<file path="config.mk">
export PLATFORM = sky130hd
export DESIGN_NAME = iosb_station
export DESIGN_NICKNAME = d
export VERILOG_FILES = /design/src/iosb_station.v
export VERILOG_INCLUDE_DIRS = /design/src
export SDC_FILE = /design/constraint.sdc
export NUM_CORES = 1
export LEC_CHECK = 0
export ABC_AREA = 1
export ABC_CLOCK_PERIOD_IN_PS = 4550
export BUFFER_PORTS_ARGS = -buffer_cell sky130_fd_sc_hd__buf_2
export CORE_MARGIN = 2
export CORE_UTILIZATION = 45
export CTS_BUF_LIST = sky130_fd_sc_hd__clkbuf_16
export DETAILED_ROUTE_END_ITERATION = 6
export PLACE_DENSITY = 0.76
export SETUP_SLACK_MARGIN = 0.2
export SLEW_MARGIN = 5
export SYNTH_ARGS = -nofsm -noshare
export SYNTH_HDL_FRONTEND = slang
export SYNTH_SLANG_ARGS = --single-unit
</file>
<file path="constraint.sdc">
create_clock -name ref_clk -period 4.55 [get_ports ref_clk]
set_clock_uncertainty 0.1 [all_clocks]
set_input_delay 0 -clock ref_clk [delete_from_list [all_inputs] [get_ports ref_clk]]
set_output_delay 0 -clock ref_clk [all_outputs]
set_load 0.02 [all_outputs]
</file>
<file path="src/iosb_regs.vh">
// Register map, field positions and reset values of the I/O station block
`ifndef IOSB_REGS_VH
`define IOSB_REGS_VH

`define IOSB_ADDR_W 5
`define IOSB_OFF_STATUS 5'h00
`define IOSB_OFF_OWNED_LO 5'h04
`define IOSB_OFF_OWNED_HI 5'h08
`define IOSB_OFF_OUT_DATA 5'h0c
`define IOSB_OFF_CONTROL 5'h10
`define IOSB_OFF_DIR_MASK 5'h14

`define IOSB_CTRL_TX_EN 0
`define IOSB_CTRL_RX_EN 1
`define IOSB_CTRL_RESET 2'h3

`define IOSB_ST_ID_LSB 0
`define IOSB_ST_SRC_LSB 8
`define IOSB_ST_HALF 16
`define IOSB_ST_SWAP 17
`define IOSB_ST_LFS 18
`define IOSB_ST_SPLIT_LSB 20
`define IOSB_ST_OUT_SEEN 24

`define IOSB_MB_SPLIT_LSB 32
`define IOSB_MB_SWAP 35
`define IOSB_MB_LFS 39
`define IOSB_MB_HALF 40
`define IOSB_MB_SRC_LSB 41
`define IOSB_MB_POL_LSB 48

`define IOSB_SPLIT_ALL 3'h7
`define IOSB_PINS_PER_STEP 4

`endif

</file>
<file path="src/iosb_station.v">
// I/O station: owned block assembly, output selection and pin direction
`timescale 1ns/100ps
// Operation
// - Internal input n goes to owned block bit n, bits 0 to 31.
// - Split select pins reported in bits 32 to 34.
// - Bit 35 is 1 when the low-active swap pin is Low.
// - Long-frame select pin reported inverted in bit 39.
// - Output-half select pin reported inverted in bit 40.
// - Six source station pins reported inverted in bits 41 to 46.
// - Eight polarity select pins reported in bits 48 to 55.
// - Bits 36 to 38, 47 and 56 to 63 always zero.
// - Input bits of pins configured as outputs read zero.
// - Every low-active configuration pin is inverted before storing.
// - Owned block is offered to every other station on the network.
// - Station id from six low-active pins, Low is 1, pin 5 MSB.
// - Station id latched only during reset, held until next reset.
// - Exactly one owned block, given by the station id.
// - Source block from six low-active pins, Low is 1, pin 5 MSB.
// - Half select picks upper or lower 32 bits for the outputs.
// - Source and half pins are used live, never latched.
// - Pin directions follow swap and split pins after the two synchroniser stages.
// - Split code n makes top 4n pins outputs, code 7 all; swap inverts.
// - Outputs refresh on a packet from the selected source station.
// - Outputs stay Low after reset until the first matching packet.
`include "iosb_regs.vh"

module iosb_station
(
   input wire ref_clk,
   input wire rst,
   input wire [`IOSB_ADDR_W-1:0] avs_address,
   input wire avs_read,
   input wire avs_write,
   input wire [31:0] avs_writedata,
   input wire [3:0] avs_byteenable,
   output reg [31:0] avs_readdata,
   output wire avs_waitrequest,
   input wire [5:0] stationAddressPinsN,
   input wire [5:0] outputSourceStationPinsN,
   input wire outputHalfSelectN,
   input wire [2:0] directionSplitSelect,
   input wire directionSwapN,
   input wire [7:0] polaritySelect,
   input wire longFrameSelectN,
   input wire [31:0] externalIoIn,
   output wire [31:0] externalIoOut,
   output wire [31:0] externalIoOeN,
   input wire txRequest,
   output reg txValid,
   output reg [63:0] txBlock,
   output reg [5:0] txStationId,
   input wire rxValid,
   input wire [5:0] rxStationId,
   input wire [63:0] rxData,
   output reg [31:0] internalOutputs
);

   // Two-stage synchronisers; stage one feeds stage two only
   reg [5:0] saMeta;
   reg [5:0] saSync;
   reg [5:0] srcMeta;
   reg [5:0] srcSync;
   reg [4:0] cfgMeta;
   reg [4:0] cfgSync;
   reg [7:0] polMeta;
   reg [7:0] polSync;
   reg [31:0] ioMeta;
   reg [31:0] ioSync;

   reg [5:0] stationId;
   reg [1:0] control;
   reg outSeen;
   reg busAck;

   wire [2:0] splitCode;
   wire swapActive;
   wire halfUpper;
   wire longFrame;
   wire [5:0] sourceId;
   wire [31:0] outMask;
   wire [31:0] internalInputs;
   wire [63:0] ownedBlock;
   wire busReq;

   always @(posedge ref_clk)
   begin
      saMeta <= stationAddressPinsN;
      saSync <= saMeta;
      srcMeta <= outputSourceStationPinsN;
      srcSync <= srcMeta;
      cfgMeta <= {longFrameSelectN, outputHalfSelectN, directionSwapN, 1'b0, 1'b0};
      cfgSync <= cfgMeta;
      polMeta <= polaritySelect;
      polSync <= polMeta;
      ioMeta <= externalIoIn;
      ioSync <= ioMeta;
   end

   // Split code pins are not low active; sampled through their own stages
   reg [2:0] splitMeta;
   reg [2:0] splitSync;
   always @(posedge ref_clk)
   begin
      splitMeta <= directionSplitSelect;
      splitSync <= splitMeta;
   end

   assign splitCode = splitSync;
   assign swapActive = ~cfgSync[2];
   assign halfUpper = ~cfgSync[3];
   assign longFrame = ~cfgSync[4];
   assign sourceId = ~srcSync;

   // Direction mask: 1 marks an output pin
   genvar gi;
   generate
      for (gi = 0; gi < 32; gi = gi + 1)
      begin : gDir
         wire topOut;
         assign topOut = (splitCode == `IOSB_SPLIT_ALL) ||
            ((gi / `IOSB_PINS_PER_STEP) >= (8 - splitCode));
         assign outMask[gi] = topOut ^ swapActive;
      end
   endgenerate

   assign internalInputs = ioSync & ~outMask;
   assign externalIoOut = internalOutputs;
   assign externalIoOeN = ~outMask;

   assign ownedBlock = {8'h00,
                        polSync,
                        1'b0,
                        sourceId,
                        halfUpper,
                        longFrame,
                        3'h0,
                        swapActive,
                        splitCode,
                        internalInputs};

   // Station id is caught while reset is held, so reset needs three edges
   always @(posedge ref_clk)
   begin
      if (rst)
         stationId <= ~saSync;
   end

   always @(posedge ref_clk)
   begin
      if (rst)
      begin
         txValid <= 1'b0;
         txBlock <= 64'h0;
         txStationId <= 6'h00;
      end
      else
      begin
         txValid <= txRequest & control[`IOSB_CTRL_TX_EN];
         txStationId <= stationId;
         if (txRequest)
            txBlock <= ownedBlock;
      end
   end

   always @(posedge ref_clk)
   begin
      if (rst)
      begin
         internalOutputs <= 32'h0;
         outSeen <= 1'b0;
      end
      else if (rxValid && control[`IOSB_CTRL_RX_EN] && rxStationId == sourceId)
      begin
         internalOutputs <= halfUpper ? rxData[63:32] : rxData[31:0];
         outSeen <= 1'b1;
      end
   end

   // Avalon slave: one wait cycle per access
   assign busReq = avs_read | avs_write;
   assign avs_waitrequest = busReq & ~busAck;

   always @(posedge ref_clk)
   begin
      if (rst)
      begin
         busAck <= 1'b0;
         avs_readdata <= 32'h0;
         control <= `IOSB_CTRL_RESET;
      end
      else
      begin
         busAck <= busReq & ~busAck;
         if (avs_read && !busAck)
         begin
            avs_readdata <= 32'h0;
            if (avs_address == `IOSB_OFF_STATUS)
            begin
               avs_readdata[`IOSB_ST_ID_LSB +: 6] <= stationId;
               avs_readdata[`IOSB_ST_SRC_LSB +: 6] <= sourceId;
               avs_readdata[`IOSB_ST_HALF] <= halfUpper;
               avs_readdata[`IOSB_ST_SWAP] <= swapActive;
               avs_readdata[`IOSB_ST_LFS] <= longFrame;
               avs_readdata[`IOSB_ST_SPLIT_LSB +: 3] <= splitCode;
               avs_readdata[`IOSB_ST_OUT_SEEN] <= outSeen;
            end
            else if (avs_address == `IOSB_OFF_OWNED_LO)
               avs_readdata <= txBlock[31:0];
            else if (avs_address == `IOSB_OFF_OWNED_HI)
               avs_readdata <= txBlock[63:32];
            else if (avs_address == `IOSB_OFF_OUT_DATA)
               avs_readdata <= internalOutputs;
            else if (avs_address == `IOSB_OFF_CONTROL)
               avs_readdata[1:0] <= control;
            else if (avs_address == `IOSB_OFF_DIR_MASK)
               avs_readdata <= outMask;
         end
         if (avs_write && busAck && avs_address == `IOSB_OFF_CONTROL && avs_byteenable[0])
            control <= avs_writedata[1:0];
      end
   end

endmodule

</file>
==> results.sh <==
export IMPL_die_h_um=145
export IMPL_final_util_pct=66.2
export IMPL_drive_gt1_share_pct=29.7
export IMPL_area_growth_pct=44.2
export IMPL_hold_path_class="input pin to register"
export IMPL_synth_top_area_cell="dfxtp_1"
export IMPL_clk_insertion_delay_late_ns=0.54
export IMPL_critPathMaxFanout=8
export IMPL_slew_violations=0
export IMPL_cts_made_buffers=26
export IMPL_core_region_area_um2=19500
export IMPL_async_flop_share_pct=0
export IMPL_num_vias=8652
export IMPL_power_density_nw_per_um2=404
export IMPL_numPortBuffers=329
export IMPL_rows=51
export IMPL_finalPower_mw=5.22
export IMPL_io_pins=375
export IMPL_worst_pin_slew_ns=1.07
export IMPL_rsz0062_at_grt="no"
export IMPL_pre_cts_ws_ns=2.01
export IMPL_avgSynthCellArea_um2=8.77
export IMPL_p_int_mw=3.91
export IMPL_grt_pass1_vias=8518
export IMPL_synth_commonest_cells="243 x dfxtp_1, 197 x nand2_1, 101 x a21oi_1, 100 x o21ai_0, 98 x nor2_1"
export IMPL_syn_inst=1023
export IMPL_ys_seq_area_share_pct=56.2
export IMPL_end_kind="primary output"
export IMPL_clockBufferDepth=3
export IMPL_combPwrFrac_pct=12.7
export IMPL_cap_violations=0
export IMPL_synth_flop_cell="dfxtp_1"
export IMPL_avgRoutedWirePerCell_um=17.8
export IMPL_nNetsFinal=1633
export IMPL_wirelength_mm=30.9
export IMPL_grt_pass1_wl_mm=46.6
export IMPL_power_switching_mw=1.31
export IMPL_start_util_pct=45.9
export IMPL_gr_usage_all_layers_pct=28.1
export IMPL_timing_hold_ws_ns=0.0135
export IMPL_stdcell_count=1738
export IMPL_post_cts_buffers=0
export IMPL_status="finished, final reports clean"
export IMPL_h_tree_depth=1
export IMPL_synth_edf_count=6
export IMPL_critPathArrivalTime_ns=2.58
export IMPL_grt_overflow_total=0
export IMPL_p_sw_share_pct=25.1
export IMPL_via_per_inst=4.98
export IMPL_die_w_um=145
export IMPL_synth_cell_type_count=30
export IMPL_hpwl_mm=19.4
export IMPL_ys_seq_elements=249
export IMPL_synth_most_common_cell="dfxtp_1"
export IMPL_p_clk_share_pct=41.9
export IMPL_critical_path_class="register to primary output"
export IMPL_gp_congestion=0.862
export IMPL_drc=0
export IMPL_synth_area_um2=8970
export IMPL_clockRootBuffer="clkbuf_16"
export IMPL_finalCritPeriodShare_pct=59.0
export IMPL_critPathLaunchType="register"
export IMPL_setup_viol=0
export IMPL_firstDrtPassIters=5
export IMPL_die_area_um2=21100
export IMPL_fmax_mhz=372
export IMPL_antenna_cells=0
export IMPL_slew_headroom_pct=28.1
export IMPL_fin_area_um2=12900
export IMPL_vdd_drop_max_v=0.000341
export IMPL_cts_tree="built"
export IMPL_ant_nets=0
export IMPL_yosys_warnings=0
export IMPL_grt_max_degree=60
export IMPL_fin_setup_tns_ns=0
export IMPL_crit_required_ns=4.45
export IMPL_cts_reportedPaths_clkPinSlew_ns=0.07
export IMPL_synth_top_area_share_pct=54.2
export IMPL_dpl_cell_count=1517
export IMPL_multi_input_area_um2=3070
export IMPL_fill_cells=1511
export IMPL_seq_area_um2=5050
export IMPL_finalCriticalPeriod_ns=2.68
export IMPL_seqPwrFrac_pct=45.4
export IMPL_hold_viol=0
export IMPL_drtIter0Drc=477
export IMPL_netlist_top_cells_area="dfxtp_1 54%, nand2_1 8.2%, buf_4 5.9%, a21oi_1 5.6%, o21ai_0 5.6%"
export IMPL_clock_sinks=249
export IMPL_antenna_found_initial=0
export IMPL_fin_ws_ns=1.87
export IMPL_power_leakage_nw=6.23
export IMPL_place_area_um2=10300
## power by group through the flow
stage               registers, mW  clock network, mW  logic, mW
detailed placement           2.41                  0      0.521
finish                       2.37               2.19      0.661
CTS                          2.37               2.21      0.645
global route                 2.38               2.31      0.709
global placement             2.41                  0      0.513
floorplan                    2.45                  0      0.303
## flip-flops by register name, indices dropped and copies added, names as in the netlist
name,flops
avs_readdata,32
busAck,1
cfgMeta,3
cfgSync,3
control,2
externalIoOut,32
ioMeta,32
ioSync,32
outSeen,1
polMeta,8
polSync,8
saMeta,6
saSync,6
splitCode,3
splitMeta,3
srcMeta,6
srcSync,6
stationId,6
txBlock,52
txStationId,6
txValid,1
## worst max-delay path: stages, from the launching register on
cell and delay [ns]:
dfxtp_1 0.43, inv_1 0.13, ha_1 0.27, inv_1 0.08
nand2_1 0.08, o21ai_0 0.52, inv_1 0.29, buf_2 0.24
## layout by cell type, fill, tap and decap left out, types with 5 or more instances in the layout
cell type      instances
nand2_2                7
or2_2                  8
o21ai_1                8
inv_2                  5
buf_4                  5
bufinv_16              5
edfxtp_1               6
nor2_1                97
mux2_2                32
nand2_1              197
buf_2                329
dfxtp_1              242
inv_1                 43
clkbuf_16             26
clkinv_1               6
o21ai_0              100
dlygate4sd3_1        174
a21oi_1              101
nand3_1               32
conb_1                12
## final cells by class
cell class / instances / area share (%)
clock buffer: 26 / 5.03
clock inverter: 21 / 1.83
inverter: 45 / 1.31
multi-input combinational: 624 / 23.8
sequential: 249 / 39.0
tap: 265 / 2.56
timing repair buffer: 508 / 26.5
## what timing repair did
item,CTS,global route
gates resized for setup,0,0
hold buffers,174,0
endpoints found under the hold margin,144,0
setup endpoints to repair,0,0
## final timing paths
check | startpoint | to | slack [ns] | cells after the start
max | splitCode[0]$_DFF_P_ | externalIoOeN[17] | 1.87 | 7
min | polaritySelect[4] | polMeta[4]$_DFF_P_ | 0.01 | 2
max reg2reg | cfgSync[3]$_DFF_P_ | externalIoOut[16]$_SDFFE_PP0P_ | 2.10 | 4
min reg2reg | saMeta[1]$_DFF_P_ | saSync[1]$_DFF_P_ | 0.20 | 0
## logic make-up after synthesis
logic type      after synthesis  synth area share [%]
compound gates              219                  12.7
xor+xnor                      5                 0.572
fa+ha+maj                     4                 0.558
buf+inv                     161                  10.0
flops                       249                  56.2
mux                          32                  4.02
other cells                   1                0.0418
simple gates                352                  15.8
## metal layers
layer / routed length [µm] / track usage [%] / vias up
li1: - / - / 4122
met1: 12100 / 33.5 / 4018
met2: 15100 / 49.3 / 423
met4: 1430 / 12.9 / 0
met3: 2220 / 5.03 / 89
met5: 0 / 0 / -
Power figures use the tool's default switching activity.
